--- src/rtl/ctic_pkg.sv ---
package ctic_pkg;
	// ==========================================
	// register map (printed index, byte = 4*index)
	localparam logic [7:0] TCC_INDEX = 8'h05;
	localparam logic [7:0] IWW_INDEX = 8'h07;
	localparam logic [7:0] WDC_INDEX = 8'h08;
	localparam logic [7:0] CAPV_INDEX = 8'h09;
	localparam logic [7:0] TCC_ADDR = 8'h14;
	localparam logic [7:0] IWW_ADDR = 8'h1C;
	localparam logic [7:0] WDC_ADDR = 8'h20;
	localparam logic [7:0] CAPV_ADDR = 8'h24;
	// ==========================================
	// timer_capture_control fields
	localparam int RISE_BIT = 15;
	localparam int FALL_BIT = 14;
	localparam int PER_TO_BIT = 13;
	localparam int CAP_TO_BIT = 12;
	localparam int PER_SEL_LSB = 8;
	localparam int SRC_SEL_BIT = 7;
	localparam int HOLD_BIT = 6;
	localparam int EDGE_LSB = 4;
	localparam int FILT_LSB = 2;
	localparam int DIV_LSB = 0;
	localparam logic [11:0] TCC_RESET = 12'h000;
	// ==========================================
	// interrupt_watchdog_wake_control fields
	localparam int PRIO_LSB = 13;
	localparam int MASK_LSB = 10;
	localparam int WDT_SEL_LSB = 8;
	localparam int SMR_FLAG_BIT = 7;
	localparam int SMR_POL_BIT = 6;
	localparam int WAKE_LSB = 0;
	localparam logic [15:0] IWW_RESET = 16'h0000;
	// watchdog control fields
	localparam int WDC_EN_BIT = 0;
	localparam int WDC_SLOW_BIT = 1;
	// ==========================================
	// timing
	localparam int CLK_NS = 40;
	localparam int PER_BASE_NS = 15625000;
	localparam int WDT0_NS = 1830000;
	localparam int WDT1_NS = 7680000;
	localparam int WDT2_NS = 31120000;
	localparam int WDT3_NS = 124800000;
	localparam int PER_BASE_CYC = PER_BASE_NS / CLK_NS;
	localparam int WDT0_CYC = WDT0_NS / CLK_NS;
	localparam int WDT1_CYC = WDT1_NS / CLK_NS;
	localparam int WDT2_CYC = WDT2_NS / CLK_NS;
	localparam int WDT3_CYC = WDT3_NS / CLK_NS;
	localparam int FILT_CYC1 = 8;
	localparam int FILT_CYC2 = 32;
	localparam int FILT_CYC3 = 128;
endpackage

--- src/rtl/ctic_timer_irq.sv ---
`timescale 1ns/100ps
// Function
// - rise flag set on capture, write-1 clears
// - fall flag set on capture, write-1 clears
// - periodic timeout flag, write-1 clears
// - capture timeout flag, write-1 clears
// - period field picks 1s to 15.625ms
// - select bit routes periodic or capture
// - hold bit stops capture counter
// - edge field picks none/rise/fall/both
// - filter rejects pulses under 8/32/128
// - capture clock divides by 4..32
// - mask bits gate each core input
// - watchdog period field picks four timeouts
// - stop recovered flag read only
// - wake combine OR or NAND
// - six wake pin enable bits
// - core inputs keep fixed priority
// - priority field routes sync and timer
// - codes 010/011 merge syncs on zero
// - watchdog off after reset, fast only
module ctic_timer_irq #(
	parameter int PER_BASE_CYCLES = ctic_pkg::PER_BASE_CYC,
	parameter int WDT0_CYCLES = ctic_pkg::WDT0_CYC,
	parameter int WDT1_CYCLES = ctic_pkg::WDT1_CYC,
	parameter int WDT2_CYCLES = ctic_pkg::WDT2_CYC,
	parameter int WDT3_CYCLES = ctic_pkg::WDT3_CYC
) (
	input wire logic pclk,
	input wire logic presetn,
	input wire logic psel,
	input wire logic penable,
	input wire logic pwrite,
	input wire logic [7:0] paddr,
	input wire logic [31:0] pwdata,
	output logic [31:0] prdata,
	output logic pready,
	output logic pslverr,
	input wire logic capture_in,
	input wire logic hsync_in,
	input wire logic vsync_in,
	input wire logic stop_recovered_in,
	input wire logic [5:0] wake_pins,
	output logic wake_request,
	output logic watchdog_reset,
	output logic core_irq_zero,
	output logic core_irq_one,
	output logic core_irq_two
);
	import ctic_pkg::*;

	// ==========================================
	// input synchronisers
	logic [9:0] sync1_ff;
	logic [9:0] sync2_ff;
	logic cap_s, hs_s, vs_s, smr_s;
	logic [5:0] wake_s;

	// two stages for every outside pin
	always_ff @(posedge pclk or negedge presetn) begin
		if (!presetn) begin
			sync1_ff <= 10'h000;
			sync2_ff <= 10'h000;
		end else begin
			sync1_ff <= {wake_pins, stop_recovered_in, vsync_in, hsync_in, capture_in};
			sync2_ff <= sync1_ff;
		end
	end
	assign cap_s = sync2_ff[0];
	assign hs_s = sync2_ff[1];
	assign vs_s = sync2_ff[2];
	assign smr_s = sync2_ff[3];
	assign wake_s = sync2_ff[9:4];

	// ==========================================
	// registers
	logic [11:0] tcc_ff;
	logic [3:0] flags_ff;
	// bit 7 is never stored: the stop flag reads live from its pin
	logic [15:0] iww_ff;
	logic [1:0] wdc_ff;
	logic [15:0] capv_ff;
	logic [3:0] nxt_flags;
	logic [3:0] flag_set;
	logic [3:0] flag_clr;

	// apb decode
	wire setup = psel && !penable;
	wire wr_go = psel && penable && pwrite && pready;
	wire hit_tcc = paddr == TCC_ADDR;
	wire hit_iww = paddr == IWW_ADDR;
	wire hit_wdc = paddr == WDC_ADDR;
	wire hit_capv = paddr == CAPV_ADDR;
	wire mapped = hit_tcc || hit_iww || hit_wdc || hit_capv;
	wire wr_tcc = wr_go && hit_tcc && !pslverr;
	wire wr_iww = wr_go && hit_iww && !pslverr;
	wire wr_wdc = wr_go && hit_wdc && !pslverr;

	// read data mux
	// reserved bits and the upper half read as zero
	wire [15:0] tcc_view = {flags_ff, 2'b00, tcc_ff[9:0]};
	wire [15:0] iww_view = {iww_ff[15:8], smr_s, iww_ff[6:0]};
	wire [31:0] rd_mux = hit_tcc ? {16'h0000, tcc_view} :
		hit_iww ? {16'h0000, iww_view} :
		hit_wdc ? {30'h00000000, wdc_ff} :
		hit_capv ? {16'h0000, capv_ff} : 32'h00000000;

	// no wait state: data and ready come from flops loaded in the setup cycle
	always_ff @(posedge pclk or negedge presetn) begin
		if (!presetn) begin
			prdata <= 32'h00000000;
			pready <= 1'b0;
			pslverr <= 1'b0;
		end else begin
			pready <= setup;
			pslverr <= setup && !mapped;
			if (setup) begin
				prdata <= rd_mux;
			end
		end
	end

	// control fields
	always_ff @(posedge pclk or negedge presetn) begin
		if (!presetn) begin
			tcc_ff <= TCC_RESET;
			iww_ff <= IWW_RESET;
		end else begin
			if (wr_tcc) begin
				tcc_ff <= {2'b00, pwdata[9:0]};
			end
			if (wr_iww) begin
				iww_ff <= {pwdata[15:8], 1'b0, pwdata[6:0]};
			end
		end
	end

	wire [1:0] per_sel = tcc_ff[PER_SEL_LSB+:2];
	wire src_sel = tcc_ff[SRC_SEL_BIT];
	wire hold = tcc_ff[HOLD_BIT];
	wire [1:0] edge_sel = tcc_ff[EDGE_LSB+:2];
	wire [1:0] filt_sel = tcc_ff[FILT_LSB+:2];
	wire [1:0] div_sel = tcc_ff[DIV_LSB+:2];
	wire [2:0] prio = iww_ff[PRIO_LSB+:3];
	wire [2:0] mask = iww_ff[MASK_LSB+:3];
	wire [1:0] wdt_sel = iww_ff[WDT_SEL_LSB+:2];
	wire wake_pol = iww_ff[SMR_POL_BIT];
	wire [5:0] wake_en = iww_ff[WAKE_LSB+:6];

	// ==========================================
	// sticky flags: set wins over write-1 clear
	// bit order: rise, fall, periodic, capture timeout
	logic rise_ev, fall_ev, per_ev, capto_ev;
	assign flag_set = {rise_ev, fall_ev, per_ev, capto_ev};
	assign flag_clr = wr_tcc ? pwdata[15:12] : 4'h0;
	assign nxt_flags = flag_set | (flags_ff & ~flag_clr);

	always_ff @(posedge pclk or negedge presetn) begin
		if (!presetn) begin
			flags_ff <= 4'h0;
		end else begin
			flags_ff <= nxt_flags;
		end
	end

	// ==========================================
	// glitch filter on capture pin
	logic [6:0] filt_cnt_ff;
	logic filt_ff;
	logic filt_prev_ff;
	logic [6:0] filt_lim;

	// a differing level must last the whole window before it is taken
	// last count before the new level is accepted
	assign filt_lim = filt_sel == 2'b01 ? 7'(FILT_CYC1 - 1) :
		filt_sel == 2'b10 ? 7'(FILT_CYC2 - 1) : 7'(FILT_CYC3 - 1);

	always_ff @(posedge pclk or negedge presetn) begin
		if (!presetn) begin
			filt_cnt_ff <= 7'h00;
			filt_ff <= 1'b0;
			filt_prev_ff <= 1'b0;
		end else begin
			filt_prev_ff <= filt_ff;
			if (filt_sel == 2'b00 || cap_s == filt_ff) begin
				filt_cnt_ff <= 7'h00;
				filt_ff <= cap_s;
			end else if (filt_cnt_ff == filt_lim) begin
				filt_cnt_ff <= 7'h00;
				filt_ff <= cap_s;
			end else begin
				filt_cnt_ff <= filt_cnt_ff + 7'h01;
			end
		end
	end

	wire rise_seen = filt_ff && !filt_prev_ff;
	wire fall_seen = !filt_ff && filt_prev_ff;
	assign rise_ev = rise_seen && edge_sel[0];
	assign fall_ev = fall_seen && edge_sel[1];

	// ==========================================
	// capture clock prescaler and counter
	// prescaler runs free, so hold freezes only the count
	logic [4:0] pre_ff;
	logic [15:0] cap_cnt_ff;
	logic [4:0] pre_lim;

	assign pre_lim = 5'((5'h04 << div_sel) - 5'h01);
	wire cap_tick = pre_ff == pre_lim;
	wire cap_wrap = cap_tick && !hold && cap_cnt_ff == 16'hFFFF;
	assign capto_ev = cap_wrap;

	always_ff @(posedge pclk or negedge presetn) begin
		if (!presetn) begin
			pre_ff <= 5'h00;
		end else if (cap_tick) begin
			pre_ff <= 5'h00;
		end else begin
			pre_ff <= pre_ff + 5'h01;
		end
	end

	// captured edges latch the count and restart it
	always_ff @(posedge pclk or negedge presetn) begin
		if (!presetn) begin
			cap_cnt_ff <= 16'h0000;
			capv_ff <= 16'h0000;
		end else if (rise_ev || fall_ev) begin
			capv_ff <= cap_cnt_ff;
			cap_cnt_ff <= 16'h0000;
		end else if (cap_tick && !hold) begin
			cap_cnt_ff <= cap_cnt_ff + 16'h0001;
		end
	end

	// ==========================================
	// periodic timer: base tick times 1/4/16/64
	// a count left above a new, shorter limit fires at the next base tick
	logic [31:0] base_ff;
	logic [5:0] per_cnt_ff;
	logic [5:0] per_lim;

	assign per_lim = per_sel == 2'b00 ? 6'h3F :
		per_sel == 2'b01 ? 6'h0F :
		per_sel == 2'b10 ? 6'h03 : 6'h00;
	wire base_tick = base_ff == 32'(PER_BASE_CYCLES - 1);
	assign per_ev = base_tick && per_cnt_ff >= per_lim;

	always_ff @(posedge pclk or negedge presetn) begin
		if (!presetn) begin
			base_ff <= 32'h00000000;
			per_cnt_ff <= 6'h00;
		end else if (base_tick) begin
			base_ff <= 32'h00000000;
			per_cnt_ff <= per_ev ? 6'h00 : per_cnt_ff + 6'h01;
		end else begin
			base_ff <= base_ff + 32'h00000001;
		end
	end

	// ==========================================
	// interrupt routing
	logic [1:0] hs_prev_ff;
	always_ff @(posedge pclk or negedge presetn) begin
		if (!presetn) begin
			hs_prev_ff <= 2'b00;
		end else begin
			hs_prev_ff <= {vs_s, hs_s};
		end
	end
	wire hs_ev = hs_s && !hs_prev_ff[0];
	wire vs_ev = vs_s && !hs_prev_ff[1];
	wire cap_src = rise_ev || fall_ev || capto_ev;
	wire tmr_ev = src_sel ? per_ev : cap_src;

	// destination input of each source per code
	function automatic logic [5:0] route(input logic [2:0] code);
		// packed as {timer, vsync, hsync} two bits each
		case (code)
			3'b001: route = {2'd1, 2'd2, 2'd0};
			3'b010: route = {2'd2, 2'd0, 2'd0};
			3'b011: route = {2'd1, 2'd0, 2'd0};
			3'b100: route = {2'd0, 2'd2, 2'd1};
			3'b101: route = {2'd0, 2'd1, 2'd2};
			default: route = {2'd2, 2'd1, 2'd0};
		endcase
	endfunction

	wire [5:0] dst = route(prio);
	logic [2:0] irq_raw;
	always_comb begin
		irq_raw = 3'b000;
		for (int i = 0; i < 3; i++) begin
			irq_raw[i] = (hs_ev && dst[1:0] == 2'(i)) ||
				(vs_ev && dst[3:2] == 2'(i)) ||
				(tmr_ev && dst[5:4] == 2'(i));
		end
	end
	// no pending state: a masked event is simply dropped
	wire [2:0] irq_gated = irq_raw & mask;

	// each core input on its own line; the core ranks them
	always_ff @(posedge pclk or negedge presetn) begin
		if (!presetn) begin
			core_irq_zero <= 1'b0;
			core_irq_one <= 1'b0;
			core_irq_two <= 1'b0;
		end else begin
			core_irq_zero <= irq_gated[0];
			core_irq_one <= irq_gated[1];
			core_irq_two <= irq_gated[2];
		end
	end

	// ==========================================
	// stop recovery wake combine
	wire wake_or = |(wake_s & wake_en);
	wire wake_nand = (wake_en != 6'h00) && !(&(wake_s | ~wake_en));
	always_ff @(posedge pclk or negedge presetn) begin
		if (!presetn) begin
			wake_request <= 1'b0;
		end else begin
			wake_request <= wake_pol ? wake_nand : wake_or;
		end
	end

	// ==========================================
	// watchdog: off after reset, runs only in fast mode
	logic [31:0] wdt_cnt_ff;
	logic [31:0] wdt_lim;
	wire wdt_en = wdc_ff[WDC_EN_BIT];
	wire slow = wdc_ff[WDC_SLOW_BIT];
	// a start written together with the slow bit is refused
	wire wdt_kick = wr_wdc && pwdata[WDC_EN_BIT] && !pwdata[WDC_SLOW_BIT];

	assign wdt_lim = wdt_sel == 2'b00 ? 32'(WDT0_CYCLES - 1) :
		wdt_sel == 2'b01 ? 32'(WDT1_CYCLES - 1) :
		wdt_sel == 2'b10 ? 32'(WDT2_CYCLES - 1) : 32'(WDT3_CYCLES - 1);
	wire wdt_exp = wdt_en && !slow && wdt_cnt_ff >= wdt_lim;

	always_ff @(posedge pclk or negedge presetn) begin
		if (!presetn) begin
			wdc_ff <= 2'b00;
		end else if (wdt_exp) begin
			wdc_ff <= {slow, 1'b0};
		end else if (wr_wdc) begin
			wdc_ff[WDC_SLOW_BIT] <= pwdata[WDC_SLOW_BIT];
			if (wdt_kick) begin
				wdc_ff[WDC_EN_BIT] <= 1'b1;
			end
		end
	end

	always_ff @(posedge pclk or negedge presetn) begin
		if (!presetn) begin
			wdt_cnt_ff <= 32'h00000000;
			watchdog_reset <= 1'b0;
		end else begin
			watchdog_reset <= wdt_exp;
			if (wdt_kick || wdt_exp) begin
				wdt_cnt_ff <= 32'h00000000;
			end else if (wdt_en && !slow) begin
				wdt_cnt_ff <= wdt_cnt_ff + 32'h00000001;
			end
		end
	end

endmodule

--- config.mk ---
export PLATFORM = sky130hd
export DESIGN_NAME = ctic_timer_irq
export DESIGN_NICKNAME = d
export VERILOG_FILES = /design/src/rtl/ctic_pkg.sv /design/src/rtl/ctic_timer_irq.sv
export SDC_FILE = /design/constraint.sdc
export NUM_CORES = 1
export LEC_CHECK = 0
export BUFFER_PORTS_ARGS = -buffer_cell sky130_fd_sc_hd__buf_4
export CAP_MARGIN = 40
export CORE_MARGIN = 2
export CORE_UTILIZATION = 54
export DETAILED_ROUTE_END_ITERATION = 6
export PLACE_DENSITY = 0.77
export SYNTH_ARGS = -nofsm -noshare
export SYNTH_HDL_FRONTEND = slang
export SYNTH_SLANG_ARGS = --single-unit
export TNS_END_PERCENT = 30
--- constraint.sdc ---
create_clock -name pclk -period 2.7 [get_ports pclk]
set_clock_uncertainty 0.05 [all_clocks]
set_input_delay 0.54 -clock pclk [delete_from_list [all_inputs] [get_ports pclk]]
set_output_delay 0.54 -clock pclk [all_outputs]
set_load 0.1 [all_outputs]
## Yosys cells after proc, flatten, opt, wreduce, memory -nomap -nowiden

Index checks and enable logic that the tools add are counted.

- Bits in registers: 208
- Latch bits: 0
- Memory bits (writable): 0
- ROM bits: 0
- Word-level logic and storage cells: 173
- Memories kept: 0

- Add/subtract/negate cells: 7
- Multipliers: 0
- Div/mod/pow operators: 0
- $lt $le $gt $ge: 2
- Eq/ne operators: 26
- Shifts and indexed selects: 1
- Multiplexer cells: 30
- Bitwise gates (word level): 8
- Reductions and logical operators: 74

Operator list:

| kind | count |
|---|---|
| 16-bit two-way mux | 6 |
| 32-bit two-way mux | 3 |
| 22-bit two-way mux | 3 |
| 32-bit by 1-bit adder with 32-bit output (second input constant) | 2 |
| 1-bit logical AND | 34 |
| 32-bit by 19-bit equality test with 1-bit output (second input constant) | 1 |
| 32-bit by 22-bit >= comparator with 1-bit output | 1 |
| 6-bit case mux with 5 select lines | 1 |
| 7-bit two-way mux | 4 |
| 16-bit by 1-bit adder with 16-bit output (second input constant) | 1 |
| 16-bit equality test (second input constant) | 1 |
| 8-bit by 5-bit equality test with 1-bit output (second input constant) | 2 |
| 8-bit by 6-bit equality test with 1-bit output (second input constant) | 2 |
| 1-bit logical OR | 13 |
| 2-bit by 1-bit equality test with 1-bit output (second input constant) | 6 |
| 2-bit equality test (second input constant) | 6 |
| 2-bit zero test | 6 |
| 6-bit two-way mux | 2 |
| 1-bit zero test | 11 |
| 2-bit nonzero test | 5 |
| 4-bit two-way mux | 2 |
| 7-bit by 1-bit adder with 7-bit output (second input constant) | 1 |
| 7-bit equality test | 1 |
| 1-bit two-way mux | 7 |
| 24 further kinds | 27 |

## Depth between registers and ports, before layout

- Depth in word-level cells: 10
- Depth in mapped cells: 13
- Mapped depth without buffers: 11

## Worst setup path after synthesis

No wires, ideal clock.

- Path kind: register -> register
- From: register iww_ff[8]
- To: register wdt_cnt_ff[12]
- Arrival: 2.722 ns
- Data required time: 2.529 ns
- Slack: -0.192 ns
- Cell stages (with the launch flop): 13
- Clock period less this slack: 2.892 ns
- Cell sequence: dfrtp_1 inv_1 ha_1 buf_2 or2_2 ha_1 nand4b_1 or3_1 nor4_1 nand2_1 a21oi_1 buf_4 nor3_2

- Cells in the longest elaborated chain, start to end: 8

Ends and longest elaborated chain:

| what | line | RTL |
|---|---|---|
| start, declared | ctic_timer_irq.sv:80 | `logic [15:0] iww_ff;` |
| start signal, assigned | ctic_timer_irq.sv:133 | `iww_ff <= {pwdata[15:8], 1'b0, pwdata[6:0]};` |
| 2-bit equality test | ctic_timer_irq.sv:339 | `wdt_sel == 2'b10 ? 32'(WDT2_CYCLES - 1) : 32'(WDT3_CYCLES - 1);` |
| 22-bit two-way mux | ctic_timer_irq.sv:339 |  |
| 22-bit two-way mux | ctic_timer_irq.sv:338 | `wdt_sel == 2'b01 ? 32'(WDT1_CYCLES - 1) :` |
| 22-bit two-way mux (*) | ctic_timer_irq.sv:337 | `assign wdt_lim = wdt_sel == 2'b00 ? 32'(WDT0_CYCLES - 1) :` |
| 32-bit by 22-bit >= comparator with 1-bit output (*) | ctic_timer_irq.sv:340 | `wire wdt_exp = wdt_en && !slow && wdt_cnt_ff >= wdt_lim;` |
| 1-bit logical AND (*) | ctic_timer_irq.sv:340 |  |
| 1-bit logical OR (*) | ctic_timer_irq.sv:361 | `if (wdt_kick \|\| wdt_exp) begin` |
| 32-bit two-way mux or 2-bit nonzero test (tied branches) | -- |  |
| end signal, assigned | ctic_timer_irq.sv:364 | `wdt_cnt_ff <= wdt_cnt_ff + 32'h00000001;` |
| end, declared | ctic_timer_irq.sv:330 | `logic [31:0] wdt_cnt_ff;` |

Mark *: on every way between the ends. The rest lies on a longest branch, timed or not.
A chain may end at the register's enable or synchronous reset.

## Final worst setup path

- From: register iww_ff[8]
- To: register wdt_cnt_ff[3]

The elaborated chain is that of the path after synthesis.

==> run metrics <==
status finished with violations; violated checks setup timing; Worst Reg2Reg Path Length in Cells 12; LEAKAGE 5.19 nW; Max Cap Violations 0; fin crit share 1.02; R2R Setup Slk -0.06 ns; crit path launch type flip-flop; layout cells sized above 1 0.236; DP Wirelength 14.1 mm; Yosys reg bits 192; Syn Inst Count roughly 890; port bufs 61; final weighted congestion in routability-driven placement just over 0.8; DRT Wirelength 21.2 mm; dpl cells roughly 1200; Final nets 1060; synthesized area 9530 um2; antenna violations before repair 0; maximum root-to-sink buffer count 2; GRT Residual Overflow 0; cell area after placement 10400 um2; Power Density approximately 560 nW/um2; clk slew on worst S/H paths 0.07 ns; Critical Path End Type flip-flop; f_max roughly 360 MHz; CTS H-tree lvls 4; worst r2r dst wdt_cnt_ff[3]$_DFFE_PN0P_; Final Setup Violations 22; vias in the first global route 6891; DIE WIDTH around 140 um; gr usage total 0.235; Die Y between 100 and 150 um; vias per inst 5.79; Primary FF master, synth dfrtp_1; Peak VDD IR 0.000485 V; Core ar. 17300 um2; sequential share of the synthesized area 0.504; Mapped Avg Cell Area about 11 um2; Async SR Flop Fraction 1.00; critical path type reg2reg; Tmin final 2.76 ns; DR vias ~7000; RSZ-0062 raised after global routing true; first-pass GRT wire length 34.8 mm; clock root buffer clkbuf_16; Initial Util 0.551; CP required between 2 and 3 ns; Cell Rows 48; R2R Path Start iww_ff[8]$_DFFE_PN0P_; die area 18700 um2; Initial DRC Count 611; DRC errors left 0; diode count 0; Worst-Skew Late Latency 0.44 ns; P&R area growth vs syn 17.8%; setup ws final -0.0642 ns; worst path arrival time 3.03 ns; CP Max Fanout 5; largest net degree at the start of global routing 67; Post-synth EDFFs 0; CTS Buf Count 17; drt wl/cell 17.5 um; number of fill cells approximately 1400; Ports 94; Sink Count 192; non-filler cells in the finished layout 1210; Synth cell types 71; worst slew pin tran around 0.63 ns; Ys Warns 0; Min-Delay Path Class in2async; CTS tree yes; setup TNS -0.882 ns; Design Area, Final 11200 um2; Rel. slew slack 0.579; DRT Pass-1 Iters 5; Detail Route Antenna Nets 0; total count of hold-check failures in the final report 0; Final Max Slew Viols 0
[area by class of cell]
cell class                 instances  area (um2)  share of cell area
timing repair buffer             101         902              0.0804
clock buffer                      18         429              0.0382
inverter                          28         110             0.00981
clock inverter                    14         155              0.0138
sequential                       192        4810               0.428
tap                              225         282              0.0251
multi-input combinational        632        4540               0.405
[registers in the layout, indices dropped and copies added (netlist names), 10 cells and up]
signal      count
cap_cnt_ff     16
sync2_ff       10
capv_ff        16
sync1_ff       10
iww_ff         15
tcc_ff         10
wdt_cnt_ff     32
base_ff        32
prdata         16
[synthesized netlist by cell type, types with 4 or more instances]
| cell type | number | share of area |
|---|---|---|
| nor4_1 | 7 | 0.0046 |
| a41oi_1 | 4 | 0.0037 |
| nor3_2 | 24 | 0.025 |
| and2_1 | 9 | 0.0059 |
| and4_1 | 7 | 0.0064 |
| nand3_1 | 46 | 0.024 |
| dfrtp_1 | 192 | 0.50 |
| a22oi_1 | 8 | 0.0063 |
| nor2b_1 | 8 | 0.0053 |
| o211ai_1 | 4 | 0.0032 |
| xor2_1 | 45 | 0.041 |
| nand2_1 | 58 | 0.023 |
| clkbuf_1 | 24 | 0.0095 |
| ha_1 | 33 | 0.043 |
| nor2_1 | 86 | 0.034 |
| nor4_2 | 4 | 0.0053 |
| a31oi_1 | 5 | 0.0033 |
| a222oi_1 | 13 | 0.014 |
| nor3_1 | 11 | 0.0058 |
| mux2_2 | 34 | 0.040 |
| a21oi_1 | 34 | 0.018 |
| inv_1 | 28 | 0.011 |
| buf_2 | 7 | 0.0037 |
| nand2b_1 | 6 | 0.0039 |
| nand3b_1 | 4 | 0.0032 |
| buf_4 | 19 | 0.015 |
| o21ai_1 | 4 | 0.0021 |
| o21ai_0 | 26 | 0.014 |
| and3_1 | 28 | 0.018 |
| nand4_1 | 25 | 0.016 |
| xnor2_1 | 30 | 0.028 |
[what timing repair did]
| item | 4_1_cts | 5_1_grt |
|---|---|---|
| endpoints found under the setup margin | 24 | 35 |
| pin swaps | 4 | 12 |
| hold buffers | 0 | 0 |
| gates cloned | 1 | 2 |
| buffers inserted | 2 | 4 |
| gates resized for setup | 3 | 22 |
[per-layer routing]
| metal | GRT usage | routed length (um) | up-vias |
|---|---|---|---|
| met5 | 0 | 0 | - |
| met4 | 0.0504 | 331 | 0 |
| met3 | 0.0481 | 973 | 34 |
| met2 | 0.376 | 10200 | 195 |
| met1 | 0.332 | 9620 | 3471 |
| li1 | - | - | 3303 |
[worst max-delay path by stage]
stage / slack [ns] / cells past startpoint / start / end
global placement: 0.03 / 10 / iww_ff[8]$_DFFE_PN0P_ / wdt_cnt_ff[1]$_DFFE_PN0P_
finish: -0.06 / 12 / iww_ff[8]$_DFFE_PN0P_ / wdt_cnt_ff[3]$_DFFE_PN0P_
floorplan: 0.003 / 11 / iww_ff[8]$_DFFE_PN0P_ / wdt_cnt_ff[1]$_DFFE_PN0P_
global route: -0.18 / 8 / iww_ff[8]$_DFFE_PN0P_ / wdt_cnt_ff[1]$_DFFE_PN0P_
CTS: -0.005 / 12 / iww_ff[8]$_DFFE_PN0P_ / wdt_cnt_ff[15]$_DFFE_PN0P_
detailed placement: -0.02 / 11 / iww_ff[8]$_DFFE_PN0P_ / wdt_cnt_ff[1]$_DFFE_PN0P_
[power breakdown]
group	internal [mW]	leakage, nW	switching, mW	total (mW)
clock network	1.31	0.279	1.19	2.50
logic	0.180	2.41	0.528	0.708
registers	2.99	2.50	0.122	3.11
total	4.48	5.19	1.84	6.32
[cells in the final DEF, fill, tap and decap left out, drive strengths merged, types with 25 or more instances in the layout]
cell type    n
xnor2       30
ha          33
nand2       58
mux2        37
nand3       46
dfrtp      192
nor3        36
and3        28
inv         33
a21oi       35
xor2        45
nor2        86
o21ai       30
nand4       25
buf         98
[through the flow]
stage                     utilization  power [mW]  hold slack [ns]  worst slack [ns]
after floorplan                     -        3.64            0.194           0.00301
after global placement          0.601        3.86            0.284            0.0314
after detailed placement        0.601        3.88            0.288           -0.0151
after CTS                       0.639        6.36           0.0657          -0.00473
after global routing            0.649        6.55           0.0701            -0.181
final                           0.649        6.32           0.0394           -0.0642
[worst max-delay path: stages (launching register included)]
cell	delay [ns]
dfrtp_2	0.45
ha_2	0.19
or2_4	0.28
inv_4	0.07
ha_4	0.13
nand4_1	0.11
or3b_4	0.47
a211oi_4	0.28
nor2_2	0.08
a21oi_4	0.19
buf_6	0.15
clkbuf_16	0.15
nor3_2	0.04
[kinds of logic (layout without fill, tap and decap cells)]
group	after synthesis	in the layout	share of synthesized area
XOR/XNOR	75	75	0.0689
adder cells (fa/ha/maj)	33	33	0.0433
AO/OA/AOI/OAI	127	127	0.0973
flip-flops	192	192	0.504
other	1	16	0.000394
multiplexers	38	38	0.0448
AND/OR/NAND/NOR	343	343	0.199
buffers and inverters	80	161	0.0415
Note: power is estimated with default switching activity, not from simulation.
